### src/host_port_consts.svh
// constants for the host-port configuration block: offsets, fields, resets, timing
// assumes inclusion by bare name from the package and the design modules
// Functional notes
// - spacing bit set puts one idle cycle between ADC samples.
// - pin output enable clear means the interrupt pin is not driven.
// - pull-up disable bit keeps the pull-up driver off regardless.
// - polarity bit 0 gives active high, 1 gives active low.
// - input-enable bit lets the interrupt pin level be sensed inside.
// - slope bit, default set, enables slew limiting on both serial pads.
// - control bit 1 raises interrupt on start plus own address.
// - control bit 2 raises interrupt on start, address, repeated start.
// - control bit 3 answers the next communication with NACK.
// - control bit 4 raises interrupt on any detected stop.
// - control bit 6 raises interrupt during reads while queue not full.
// - control bit 7 sends upper byte of queue words first.
// - control bit 10 takes lower write byte first; host must match.
// - bit 12 selects fast or high-speed mode; host must match.
// - threshold bits 11:8 set minimum queued words for queue interrupt.
`ifndef HOST_PORT_CONSTS_SVH
`define HOST_PORT_CONSTS_SVH
`define OFS_IRQ_STATUS    8'h00
`define OFS_QUEUE_DATA    8'h60
`define OFS_ADC_POST      8'h1B
`define OFS_PIN_PAD       8'h1C
`define OFS_PIN_POL       8'h1D
`define OFS_SERIAL_CTRL   8'h1E
`define OFS_QUEUE_TH      8'h1F
`define RST_ADC_POST      16'h0000
`define RST_PIN_PAD       16'h2090
`define RST_PIN_POL       16'h0000
`define RST_SERIAL_CTRL   16'h0001
`define RST_QUEUE_TH      16'h0000
`define BIT_ADC_SPACING   5
`define BIT_PIN_IE        1
`define BIT_PIN_OE        2
`define BIT_SLOPE_EN      4
`define BIT_PULLUP_DIS    15
`define BIT_PIN_POL       5
`define BIT_IRQ_ADDR      1
`define BIT_IRQ_RSTART    2
`define BIT_NACK          3
`define BIT_IRQ_STOP      4
`define BIT_IRQ_TXREQ     6
`define BIT_HI_FIRST      7
`define BIT_LO_WR_FIRST   10
`define BIT_SPEED_HS      12
`define TH_MSB            11
`define TH_LSB            8
`define ST_ADDR_HIT       0
`define ST_RSTART         1
`define ST_STOP           2
`define ST_TXREQ          3
`define ST_QUEUE          4
`define FAST_KHZ          400
`define HS_KHZ            3400
`endif

### src/host_port_pkg.sv
// types shared by the host-port configuration block
// assumes the constants header sits in the same folder
package host_port_pkg;
  `include "host_port_consts.svh"

  typedef enum logic [2:0] {
    S_IDLE, S_ADDR, S_REG, S_WR, S_ACK, S_RD, S_MACK
  } port_state_t;

  typedef struct packed {
    logic level;
    logic oe_n;
    logic pullup_on;
    logic sensed;
  } irq_pin_t;

  typedef struct packed {
    logic        valid;
    logic [7:0]  addr;
    logic [15:0] data;
  } reg_write_t;
endpackage : host_port_pkg

### src/host_port_cfg.sv
// host-facing serial target with pin, pad, queue and sample-spacing control
// assumes scl and sda arrive from pins; queue is filled by on-chip logic
`timescale 1ns/1ps
module host_port_cfg
  import host_port_pkg::*;
#(
  parameter logic [6:0] DEV_ADDR = 7'h2A,
  parameter int         QAW      = 4
) (
  input  wire logic        clk,
  input  wire logic        rst,
  input  wire logic        scl_in,
  input  wire logic        sda_in,
  input  wire logic        irq_pin_in,
  input  wire logic        open_drain_select,
  input  wire logic        adc_run,
  input  wire logic        push_valid,
  input  wire logic [15:0] push_data,
  output logic             push_ready_q,
  output logic             sda_out_q,
  output logic             sda_oe_n_q,
  output logic             slew_limit_en_q,
  output logic             hs_mode_q,
  output logic             adc_sample_q,
  output irq_pin_t         irq_pin_q
);
  `include "host_port_consts.svh"

  // ---------------------------------------------------------------
  // pin synchronisers and bus conditions
  // ---------------------------------------------------------------
  logic scl_s1, scl_s2, scl_p, sda_s1, sda_s2, sda_p, pin_s1, pin_s2, od_q;

  always_ff @(posedge clk)
  begin
    if (rst)
    begin
      {scl_s1, scl_s2, scl_p} <= 3'h7;
      {sda_s1, sda_s2, sda_p} <= 3'h7;
      {pin_s1, pin_s2, od_q}  <= 3'h0;
    end
    else
    begin
      {scl_s1, scl_s2, scl_p} <= {scl_in, scl_s1, scl_s2};
      {sda_s1, sda_s2, sda_p} <= {sda_in, sda_s1, sda_s2};
      {pin_s1, pin_s2, od_q}  <= {irq_pin_in, pin_s1, open_drain_select};
    end
  end

  wire scl_rise  = scl_s2 & ~scl_p;
  wire scl_fall  = ~scl_s2 & scl_p;
  wire bus_start = scl_s2 & scl_p & sda_p & ~sda_s2;
  wire bus_stop  = scl_s2 & scl_p & ~sda_p & sda_s2;

  // ---------------------------------------------------------------
  // registers
  // ---------------------------------------------------------------
  logic [15:0] adc_q, pad_q, pol_q, ctrl_q, th_q;
  logic [4:0]  status_q;
  reg_write_t  wr_q;
  logic        nack_used_q;

  wire wr_adc  = wr_q.valid && wr_q.addr == `OFS_ADC_POST;
  wire wr_pad  = wr_q.valid && wr_q.addr == `OFS_PIN_PAD;
  wire wr_pol  = wr_q.valid && wr_q.addr == `OFS_PIN_POL;
  wire wr_ctrl = wr_q.valid && wr_q.addr == `OFS_SERIAL_CTRL;
  wire wr_th   = wr_q.valid && wr_q.addr == `OFS_QUEUE_TH;
  wire wr_stat = wr_q.valid && wr_q.addr == `OFS_IRQ_STATUS;

  always_ff @(posedge clk)
  begin
    if (rst)
    begin
      adc_q  <= `RST_ADC_POST;
      pad_q  <= `RST_PIN_PAD;
      pol_q  <= `RST_PIN_POL;
      ctrl_q <= `RST_SERIAL_CTRL;
      th_q   <= `RST_QUEUE_TH;
    end
    else
    begin
      if (wr_adc) adc_q <= wr_q.data;
      if (wr_pad) pad_q <= wr_q.data;
      if (wr_pol) pol_q <= wr_q.data;
      if (wr_th)  th_q  <= wr_q.data;
      if (wr_ctrl) ctrl_q <= wr_q.data;
      else if (nack_used_q) ctrl_q[`BIT_NACK] <= 1'b0;
    end
  end

  // ---------------------------------------------------------------
  // data queue
  // ---------------------------------------------------------------
  logic [QAW-1:0] qwr_q, qrd_q;
  logic [QAW:0]   qcnt_q;
  logic [15:0]    qdata;
  logic           pop;

  wire q_full  = qcnt_q == (QAW+1)'(1 << QAW);
  wire q_empty = qcnt_q == '0;
  wire q_push  = push_valid & push_ready_q;
  wire q_pop   = pop & ~q_empty;

  always_ff @(posedge clk)
  begin
    if (rst)
    begin
      qwr_q <= '0;
      qrd_q <= '0;
      qcnt_q <= '0;
      push_ready_q <= 1'b0;
    end
    else
    begin
      if (q_push) qwr_q <= qwr_q + 1'b1;
      if (q_pop)  qrd_q <= qrd_q + 1'b1;
      qcnt_q <= qcnt_q + (QAW+1)'(q_push) - (QAW+1)'(q_pop);
      push_ready_q <= (qcnt_q + (QAW+1)'(q_push)) < (QAW+1)'(1 << QAW) || q_pop;
    end
  end

  queue_mem #(.WIDTH(16), .AW(QAW)) u_mem (
    .clk     (clk),
    .we      (q_push),
    .waddr   (qwr_q),
    .wdata   (push_data),
    .raddr   (q_pop ? qrd_q + 1'b1 : qrd_q),
    .rdata_q (qdata)
  );

  // ---------------------------------------------------------------
  // serial target
  // ---------------------------------------------------------------
  port_state_t st_q, after_q;
  logic [7:0]  sh_q, ptr_q, first_q;
  logic [3:0]  bit_q;
  logic        half_q, hack_q, addressed_q;
  logic [1:0]  reload_q;
  logic        ev_addr, ev_rstart, ev_stop;

  wire [15:0] rd_word = ptr_q == `OFS_QUEUE_DATA  ? qdata :
                        ptr_q == `OFS_ADC_POST    ? adc_q :
                        ptr_q == `OFS_PIN_PAD     ? pad_q :
                        ptr_q == `OFS_PIN_POL     ? pol_q :
                        ptr_q == `OFS_SERIAL_CTRL ? ctrl_q :
                        ptr_q == `OFS_QUEUE_TH    ? th_q :
                        ptr_q == `OFS_IRQ_STATUS  ? {11'h000, status_q} : 16'h0000;
  wire        sel_hi  = ctrl_q[`BIT_HI_FIRST] ^ half_q;
  wire [7:0]  tx_byte = sel_hi ? rd_word[15:8] : rd_word[7:0];
  wire        lo_wr   = ctrl_q[`BIT_LO_WR_FIRST];
  wire [15:0] wr_word = lo_wr ? {sh_q, first_q} : {first_q, sh_q};
  wire        hit     = sh_q[7:1] == DEV_ADDR;
  wire        reading = st_q == S_RD || st_q == S_MACK || (st_q == S_ACK && after_q == S_RD);

  always_ff @(posedge clk)
  begin
    if (rst)
    begin
      st_q <= S_IDLE;
      after_q <= S_IDLE;
      {sh_q, ptr_q, first_q} <= '0;
      {bit_q, reload_q} <= '0;
      {half_q, hack_q, addressed_q, nack_used_q} <= '0;
      {ev_addr, ev_rstart, ev_stop, pop} <= '0;
      sda_oe_n_q <= 1'b1;
      wr_q <= '0;
    end
    else
    begin
      {ev_addr, ev_rstart, ev_stop, pop, nack_used_q} <= '0;
      wr_q.valid <= 1'b0;
      if (reload_q != 2'd0) reload_q <= reload_q - 2'd1;
      if (reload_q == 2'd1 && st_q == S_RD) sda_oe_n_q <= tx_byte[7];
      if (bus_stop)
      begin
        st_q <= S_IDLE;
        ev_stop <= 1'b1;
        addressed_q <= 1'b0;
        sda_oe_n_q <= 1'b1;
      end
      else if (bus_start)
      begin
        ev_rstart <= addressed_q;
        st_q <= S_ADDR;
        bit_q <= '0;
        sda_oe_n_q <= 1'b1;
      end
      else if (scl_rise)
      begin
        if (st_q == S_ADDR || st_q == S_REG || st_q == S_WR)
        begin
          sh_q <= {sh_q[6:0], sda_s2};
          bit_q <= bit_q + 1'b1;
        end
        if (st_q == S_MACK) hack_q <= ~sda_s2;
      end
      else if (scl_fall)
      begin
        case (st_q)
          S_ADDR, S_REG, S_WR:
          begin
            if (bit_q == 4'd8)
            begin
              bit_q <= '0;
              st_q <= S_ACK;
              sda_oe_n_q <= 1'b0;
              if (st_q == S_ADDR)
              begin
                after_q <= sh_q[0] ? S_RD : S_REG;
                half_q <= 1'b0;
                if (!hit || ctrl_q[`BIT_NACK])
                begin
                  st_q <= S_IDLE;
                  sda_oe_n_q <= 1'b1;
                  nack_used_q <= hit;
                end
                else
                begin
                  ev_addr <= 1'b1;
                  addressed_q <= 1'b1;
                end
              end
              else if (st_q == S_REG)
              begin
                ptr_q <= sh_q;
                after_q <= S_WR;
              end
              else
              begin
                first_q <= sh_q;
                half_q <= ~half_q;
                wr_q.valid <= half_q;
                wr_q.addr <= ptr_q;
                wr_q.data <= wr_word;
              end
            end
          end
          S_ACK:
          begin
            st_q <= after_q;
            sda_oe_n_q <= 1'b1;
            if (after_q == S_RD)
            begin
              sda_oe_n_q <= tx_byte[7];
              bit_q <= 4'd1;
            end
          end
          S_RD:
          begin
            sda_oe_n_q <= tx_byte[3'd7 - bit_q[2:0]];
            bit_q <= bit_q + 1'b1;
            if (bit_q == 4'd8)
            begin
              st_q <= S_MACK;
              bit_q <= '0;
              sda_oe_n_q <= 1'b1;
            end
          end
          S_MACK:
          begin
            st_q <= hack_q ? S_RD : S_IDLE;
            if (hack_q)
            begin
              bit_q <= 4'd1;
              reload_q <= 2'd3;
              half_q <= ~half_q;
              pop <= half_q && ptr_q == `OFS_QUEUE_DATA;
            end
          end
          default: st_q <= S_IDLE;
        endcase
      end
    end
  end

  // ---------------------------------------------------------------
  // interrupt sources and pin
  // ---------------------------------------------------------------
  wire [3:0] th_words = th_q[`TH_MSB:`TH_LSB];
  wire [4:0] set_vec;
  assign set_vec[`ST_ADDR_HIT] = ev_addr & ctrl_q[`BIT_IRQ_ADDR];
  assign set_vec[`ST_RSTART]   = ev_rstart & ctrl_q[`BIT_IRQ_RSTART];
  assign set_vec[`ST_STOP]     = ev_stop & ctrl_q[`BIT_IRQ_STOP];
  assign set_vec[`ST_TXREQ]    = reading & ~q_full & ctrl_q[`BIT_IRQ_TXREQ];
  assign set_vec[`ST_QUEUE]    = th_words != 4'h0 && qcnt_q >= (QAW+1)'(th_words);
  wire [4:0] clr_vec = wr_stat ? wr_q.data[4:0] : 5'h00;

  wire pending  = |status_q;
  wire pin_lvl  = pending ^ pol_q[`BIT_PIN_POL];
  wire pmos_on  = pad_q[`BIT_PIN_OE] & ~pad_q[`BIT_PULLUP_DIS] & ~od_q;
  wire nmos_on  = pad_q[`BIT_PIN_OE] & ~pin_lvl;

  always_ff @(posedge clk)
  begin
    if (rst)
    begin
      status_q <= '0;
      irq_pin_q <= '{level: 1'b0, oe_n: 1'b1, pullup_on: 1'b0, sensed: 1'b0};
      {slew_limit_en_q, hs_mode_q, adc_sample_q, sda_out_q} <= 4'h8;
    end
    else
    begin
      status_q <= (status_q & ~clr_vec) | set_vec;
      irq_pin_q.level     <= pin_lvl;
      irq_pin_q.oe_n      <= ~(nmos_on | (pmos_on & pin_lvl));
      irq_pin_q.pullup_on <= pmos_on & pin_lvl;
      irq_pin_q.sensed    <= pad_q[`BIT_PIN_IE] & pin_s2;
      slew_limit_en_q     <= pad_q[`BIT_SLOPE_EN];
      hs_mode_q           <= ctrl_q[`BIT_SPEED_HS];
      adc_sample_q <= adc_run & ~(adc_q[`BIT_ADC_SPACING] & adc_sample_q);
      sda_out_q <= 1'b0;
    end
  end

  // ---------------------------------------------------------------
  // checks
  // ---------------------------------------------------------------
  property p_spacing;
    @(posedge clk) disable iff (rst)
    adc_q[`BIT_ADC_SPACING] && adc_sample_q |=> !adc_sample_q;
  endproperty
  a_spacing: assert property (p_spacing) else $error("sample spacing lost");
  property p_no_drive;
    @(posedge clk) disable iff (rst)
    !pad_q[`BIT_PIN_OE] |=> irq_pin_q.oe_n && !irq_pin_q.pullup_on;
  endproperty
  a_no_drive: assert property (p_no_drive) else $error("pin driven while disabled");
  property p_pullup_off;
    @(posedge clk) disable iff (rst)
    pad_q[`BIT_PULLUP_DIS] |=> !irq_pin_q.pullup_on;
  endproperty
  a_pullup_off: assert property (p_pullup_off) else $error("pull-up on while disabled");
  property p_polarity;
    @(posedge clk) disable iff (rst)
    1'b1 |=> irq_pin_q.level == ($past(|status_q) ^ $past(pol_q[`BIT_PIN_POL]));
  endproperty
  a_polarity: assert property (p_polarity) else $error("pin level wrong");
  property p_sense;
    @(posedge clk) disable iff (rst)
    !pad_q[`BIT_PIN_IE] |=> !irq_pin_q.sensed;
  endproperty
  a_sense: assert property (p_sense) else $error("pin sensed while input off");
  property p_slew;
    @(posedge clk) disable iff (rst)
    1'b1 |=> slew_limit_en_q == $past(pad_q[`BIT_SLOPE_EN]);
  endproperty
  a_slew: assert property (p_slew) else $error("slew enable mismatch");
  property p_stop_irq;
    @(posedge clk) disable iff (rst)
    bus_stop && ctrl_q[`BIT_IRQ_STOP] |-> ##2 status_q[`ST_STOP];
  endproperty
  a_stop_irq: assert property (p_stop_irq) else $error("stop not flagged");
  property p_nack_once;
    @(posedge clk) disable iff (rst)
    nack_used_q && !wr_ctrl |=> !ctrl_q[`BIT_NACK];
  endproperty
  a_nack_once: assert property (p_nack_once) else $error("nack not consumed");
  property p_threshold;
    @(posedge clk) disable iff (rst)
    th_words != 4'h0 && qcnt_q >= (QAW+1)'(th_words) |=> status_q[`ST_QUEUE];
  endproperty
  a_threshold: assert property (p_threshold) else $error("queue level not flagged");
  property p_pin_idle;
    @(posedge clk) disable iff (rst)
    status_q == 5'h00 && pol_q[`BIT_PIN_POL] ##1 1'b1 |-> irq_pin_q.level;
  endproperty
  a_pin_idle: assert property (p_pin_idle) else $error("pin active with none pending");
endmodule : host_port_cfg

### src/queue_mem.sv
// word store for the host-port data queue, registered read data
// assumes one clock, one write port and one read address per cycle
`timescale 1ns/1ps
module queue_mem #(
  parameter int WIDTH = 16,
  parameter int AW    = 4
) (
  input  wire logic             clk,
  input  wire logic             we,
  input  wire logic [AW-1:0]    waddr,
  input  wire logic [WIDTH-1:0] wdata,
  input  wire logic [AW-1:0]    raddr,
  output logic      [WIDTH-1:0] rdata_q
);
  logic [WIDTH-1:0] mem [0:(1<<AW)-1];

  always_ff @(posedge clk)
  begin
    if (we)
    begin
      mem[waddr] <= wdata;
    end
    rdata_q <= mem[raddr];
  end
endmodule : queue_mem
### config.mk
export PLATFORM = sky130hd
export DESIGN_NAME = host_port_cfg
export DESIGN_NICKNAME = d
export VERILOG_FILES = /design/src/host_port_pkg.sv /design/src/host_port_cfg.sv /design/src/queue_mem.sv
export VERILOG_INCLUDE_DIRS = /design/src
export SDC_FILE = /design/constraint.sdc
export NUM_CORES = 1
export LEC_CHECK = 0
export BUFFER_PORTS_ARGS = -buffer_cell sky130_fd_sc_hd__clkbuf_2
export CAP_MARGIN = 20
export CORE_AREA = 8 8 203 205
export DETAILED_ROUTE_END_ITERATION = 10
export DIE_AREA = 0 0 211 213
export MAX_ROUTING_LAYER = met4
export PLACE_DENSITY_LB_ADDON = 0.05
export SLEW_MARGIN = 15
export SYNTH_ARGS = -nofsm -noshare
export SYNTH_HDL_FRONTEND = slang
export SYNTH_SLANG_ARGS = --single-unit
export TNS_END_PERCENT = 10
### constraint.sdc
create_clock -name clk -period 3.7 [get_ports clk]
set_input_delay 0.74 -clock clk [delete_from_list [all_inputs] [get_ports clk]]
set_output_delay 0.74 -clock clk [all_outputs]
set_load 0.05 [all_outputs]
; Word level (Yosys, flattened, before mapping)
; Memory sizes are Yosys's and may differ from the RTL's. A register that Yosys moved wholly into a read port is not among the register bits.
; Cells that the tools add are included.
[op_classes]
n_eq_ne = 33
n_reduce_logical = 47
n_bitwise = 50
n_lt_le_gt_ge = 3
muxes = 61
n_addsub = 7
[op_table]
columns = cell, n
row1 = $mux 16, 7
row2 = $eq 8x5->1 const B, 10
row3 = $mux 4, 9
row4 = $mux 3, 8
row5 = $reduce_and 8->1, 3
row6 = $not 1->1, 23
row7 = $mux 1, 22
row8 = $and 1x1->1, 21
row9 = $reduce_and 7->1, 3
row10 = $reduce_or 9->1, 2
row11 = $logic_not 8->1, 2
row12 = $pmux 4 s4, 1
row13 = $reduce_and 4->1, 4
row14 = $mux 2, 7
row15 = $add 4x1->4 const B, 3
row16 = $eq 3x3->1 const B, 4
row17 = $pmux 3 s4, 1
row18 = $logic_and 1x1->1, 10
row19 = $mux 5, 2
row20 = $reduce_bool 2->1, 5
row21 = $reduce_or 3->1, 3
row22 = $eq 8x7->1 const B, 1
row23 = $mux 8, 1
row24 = $ne 4x4->1 const B, 2
row25 = other kinds (37), 47
[word_totals]
in_bits = 24
regBits = 185
mem_count = 1
ramBits = 256
output_inout_bits = 10
[memory_table]
columns = name, depth, word_bits, read_ports, rd_ports_with_merged_regs, write_ports, line_no
row1 = u_mem.mem, 16, 16, 1, 1, 1, queue_mem.sv:15  ; logic [WIDTH-1:0] mem [0:(1<<AW)-1];

; Depth between registers and ports, before layout
[depth]
ltp_word = 15
mapped_depth = 11
ltp_nobuf = 10

; Modules after synthesis
; From an unflattened synthesis, not the netlist that was laid out.
[unflattened]
cells_unflattened = 1457
area_unflattened_um2 = 18635.4
[by_module_without_submodules]
columns = mod, area_per_inst_um2, n_inst, cells_per_inst
row1 = queue_mem, 10042.1, 1, 432
row2 = host_port_cfg, 8593.2, 1, 1025

; Least setup slack after synthesis
; Ideal clock, no wire load.
[synth_timing]
path_kind = input port to flip-flop
from = input push_valid
to = memory u_mem.mem[3][0], enable pin
arrival_ns = 2.432
setup_slack_ns = 0.859
path_stages = 4
path_cell_list = and2_1 clkbuf_1 nand2_1 nor3_1
[synth_via]
elab_chain_len = 3
[synth_rtl]
columns = element, line_no
row1 = from (decl), host_port_cfg.sv:17  ; input wire logic push_valid,
row2 = $and 1x1->1, host_port_cfg.sv:101  ; wire q_push = push_valid & push_ready_q;
row3 = net q_push, host_port_cfg.sv:101
row4 = $mux 1, queue_mem.sv:19  ; if (we)
row5 = $mux 1 (not written as such), queue_mem.sv:21  ; mem[waddr] <= wdata;
row6 = to (decl), queue_mem.sv:15
; The timed path passes the listed nets, and every way through them passes these cells.

; Worst setup path after layout
[layout_timing]
from = register qcnt_q[1]
to = register u_mem.rdata_q[3] (read register of u_mem.mem)
[layout_via]
elab_chain_len = 4
[layout_rtl]
columns = element, line_no
row1 = from (decl), host_port_cfg.sv:95  ; logic [QAW:0] qcnt_q;
row2 = from (signal assigned), host_port_cfg.sv:117  ; qcnt_q <= qcnt_q + (QAW+1)'(q_push) - (QAW+1)'(q_pop);
row3 = $logic_not 5->1, host_port_cfg.sv:100  ; wire q_empty = qcnt_q == '0;
row4 = $not 1->1, host_port_cfg.sv:102  ; wire q_pop = pop & ~q_empty;
row5 = $and 1x1->1, host_port_cfg.sv:102
row6 = $mux 4, --
row7 = to (decl), queue_mem.sv:13  ; output logic [WIDTH-1:0] rdata_q
; Every way passes these cells.
; A chain may end at the register's enable or synchronous reset.

==> run_results.csv <==
group,metric,value,unit
synth,synth-seq-area-share,0.629,
worst_setup_path,cp-end-kind,"flip-flop",
synth,synthMuxAreaShare,0.145,
detailed_routing,drc,0,
grt,use_met3,0.0291,
layout,fillers,3198,
layout,n_antenna_cell,0,
timing,slew_headroom,0.385,
timing,fin_ws,802,ps
clocking,cts_tree,"yes",
grt,grt_busiest_layer,"met2",
clocking,postCtsHoldBufs,0,
clocking,cts_max_level,2,
layout,final_common_cell,"edfxtp_1",
synth,synthesis.instances,1402,
synth,syn_nets,1444,
placed_design,hpwlAfterDp,28800,um
grt,grt_max_degree,103,
synth,synth.top_cell.area_share,0.413,
detailed_routing,wirelength,46500,um
timing,slew_viol_final,0,
synth,synth_edf_count,256,
worst_setup_path,critPathMaxFanout,34,
layout,regArea,0.0117,sq mm
grt,grt_usage,0.215,
clocking,root_buffer,"clkbuf_16",
power_and_ir_drop,ir_worst_vdd,0.376,mV
clocking,cts_resized,0,
timing,skew,20.9,ps
run_status,status,"finished clean",
synth,synth-compound-area-share,0.0673,
timing,finalHoldViolCount,0,
timing,setup_violations,0,
timing,finalCritPeriodShare,0.783,
synth,yosys.area_share.xor_xnor,0.00887,
worst_setup_path,critPathKind,"reg2reg",
synth,ys_async_sr_fraction,0,
synth,synth_area,0.0186,sq mm
synth,synth-adder-area-share,0.0121,
synth,synth_area_leader_cell,"edfxtp_1",
timing,fmax,345,MHz
grt,grt_use_met2,0.366,
detailed_routing,wl_per_cell,23.3,um
worst_setup_path,crit_path_start_kind,"flip-flop",
timing,fin_crit,2900,ps
synth,yosys_warnings,0,
detailed_routing,drt_iter0_markers,802,
detailed_routing,dr.pass1.iters,5,
layout,post-route-util,0.552,
timing,setup_tns,0,ps
flow_run,cap_viol_max_count,0,
floorplanning,start_util,0.489,
floorplanning,die_area,0.0449,sq mm
floorplanning,die_w,211,um
worst_setup_path,cp.arrival,3360,ps
clocking,clk_latency,600,ps
grt,grt_pass1_vias,11315,
clocking,cts.reportedPaths.clkPinSlew,50,ps
clocking,postCtsSetupBuffers,0,
layout,area_delta_synth_final,12.9,%
detailed_routing,vias,11427,
worst_setup_path,crit_required,4160,ps
floorplanning,coreArea,0.0381,sq mm
timing,worstMarginPinSlew,920,ps
clocking,clockBufferDepth,3,
floorplanning,fp-row-count,72,
clocking,cts.sinks,457,
hold_path,worstHoldPathType,"in2reg",
grt,grt_first_pass_wirelength,70900,um
grt,antenna_found_initial,0,
power_and_ir_drop,power_leakage,7.08,nW
power_and_ir_drop,powerDensity,482,mW/mm^2
synth,synth.area.top_cells,"edfxtp_1, dfxtp_1, mux4_2",
synth,synth-seq-cells,457,
placed_design,dp_slack,789,ps
synth,synth-simple-area-share,0.112,
detailed_routing,via_per_inst,5.71,
floorplanning,io_pins,34,
synth,synth_cell_type_count,77,
detailed_routing,ant_nets,0,
synth,yosys_most_used_dff,"edfxtp_1",
synth,syn_area_per_cell,13.3,sq um
layout,multi_input_area,0.00653,sq mm
clocking,numCtsBuffers,48,
synth,synth_top_family_by_area,"multiplexers",
layout,drive_gt1_frac,0.182,
layout,final_cell_mix,"edfxtp_1, dfxtp_1, nand2_1, nor2_1",
grt,grt.met1_usage,0.265,
layout,nNetsFinal,1490,
timing,rsz0062_at_grt,"no",
placed_design,place_congestion,0.914,
placed_design,port_buffers,32,
floorplanning,die_y,213,um
grt,gr-total-overflow,0,
-- cell type report --
class | count | area share
tap | 518 | 0.0308
clock inverter | 20 | 0.00726
sequential | 457 | 0.557
timing repair buffer | 76 | 0.0278
clock buffer | 64 | 0.0624
inverter | 27 | 0.00482
multi-input combinational | 838 | 0.310
-- cell usage after synthesis, types with 6 or more instances --
| master | instances |
|---|---|
| inv_1 | 27 |
| nor4_1 | 7 |
| buf_2 | 15 |
| mux4_2 | 86 |
| nor2b_1 | 16 |
| ha_1 | 18 |
| nand2b_1 | 12 |
| a22oi_1 | 9 |
| edfxtp_1 | 256 |
| xor2_1 | 7 |
| dfxtp_1 | 201 |
| clkbuf_1 | 51 |
| mux2i_1 | 73 |
| nor2_1 | 133 |
| nor3_1 | 12 |
| a21oi_1 | 86 |
| o21ai_0 | 23 |
| nand3_1 | 15 |
| buf_6 | 7 |
| nand3b_1 | 12 |
| or2_2 | 7 |
| nand2_1 | 177 |
| nand4_1 | 9 |
| a211oi_1 | 22 |
| nor3b_1 | 6 |
-- sequential cells by signal (all words and copies together), names as in the netlist, 2 cells and up --
signal	cells
ctrl_q	16
wr_q	25
qwr_q	4
status_q	5
ptr_q	8
reload_q	2
th_q	16
sh_q	8
after_q	3
u_mem.mem	256
irq_pin_q	4
pad_q	16
bit_q	4
adc_q	16
qrd_q	4
pol_q	16
qcnt_q	5
st_q	3
first_q	8
u_mem.rdata_q	16
-- worst max-delay path, stage by stage (launching register included) --
cell and delay (ps):
dfxtp_1 340, or4_1 570, o21a_4 270, xnor2_4 230, buf_12 290, mux4_2 540
mux4_2 470
-- power breakdown --
part           switching, mW  leakage (nW)  internal (mW)
clock                   1.97         0.721           2.57
combinational          0.123          2.42         0.0544
sequential            0.0235          3.93           5.39
total                   2.12          7.08           8.01
-- per-stage QoR --
step                      std cells  power (mW)  hold slack [ps]  area (sq um)
after detailed placement       1916        5.70              394         19600
final                          2000        10.1              340         21000
after global routing           2000        10.5              336         21000
after floorplan                1402        5.61              389         18600
after global placement         1916        5.70              392         19600
after CTS                      2000        10.2              315         21000
-- metal layers --
metal,vias to the layer above,share of wire
met3,88,0.043
met5,-,0
met2,288,0.50
met1,5768,0.42
li1,5283,-
met4,0,0.027
-- path summary, 6_finish.rpt --
| check | from | endpoint | slack (ps) | depth (start not counted) |
|---|---|---|---|---|
| hold reg to reg | sda_s1 | sda_s2 | 410 | 1 |
| setup reg to reg | qcnt_q[1] | u_mem.rdata_q[3] | 800 | 6 |
| hold / removal | scl_in | scl_s1 | 340 | 2 |
| setup / recovery | qcnt_q[1] | u_mem.rdata_q[3] | 800 | 6 |
-- logic make-up after synthesis --
group                      count (synthesis)
adders and majority gates                 18
buffers and inverters                    107
AOI/OAI and AO/OA                        197
DFF                                      457
other                                      1
muxes                                    162
xor gates and xnor gates                  15
and+or+nand+nor                          445
Note: power is estimated with default switching activity, not from simulation.
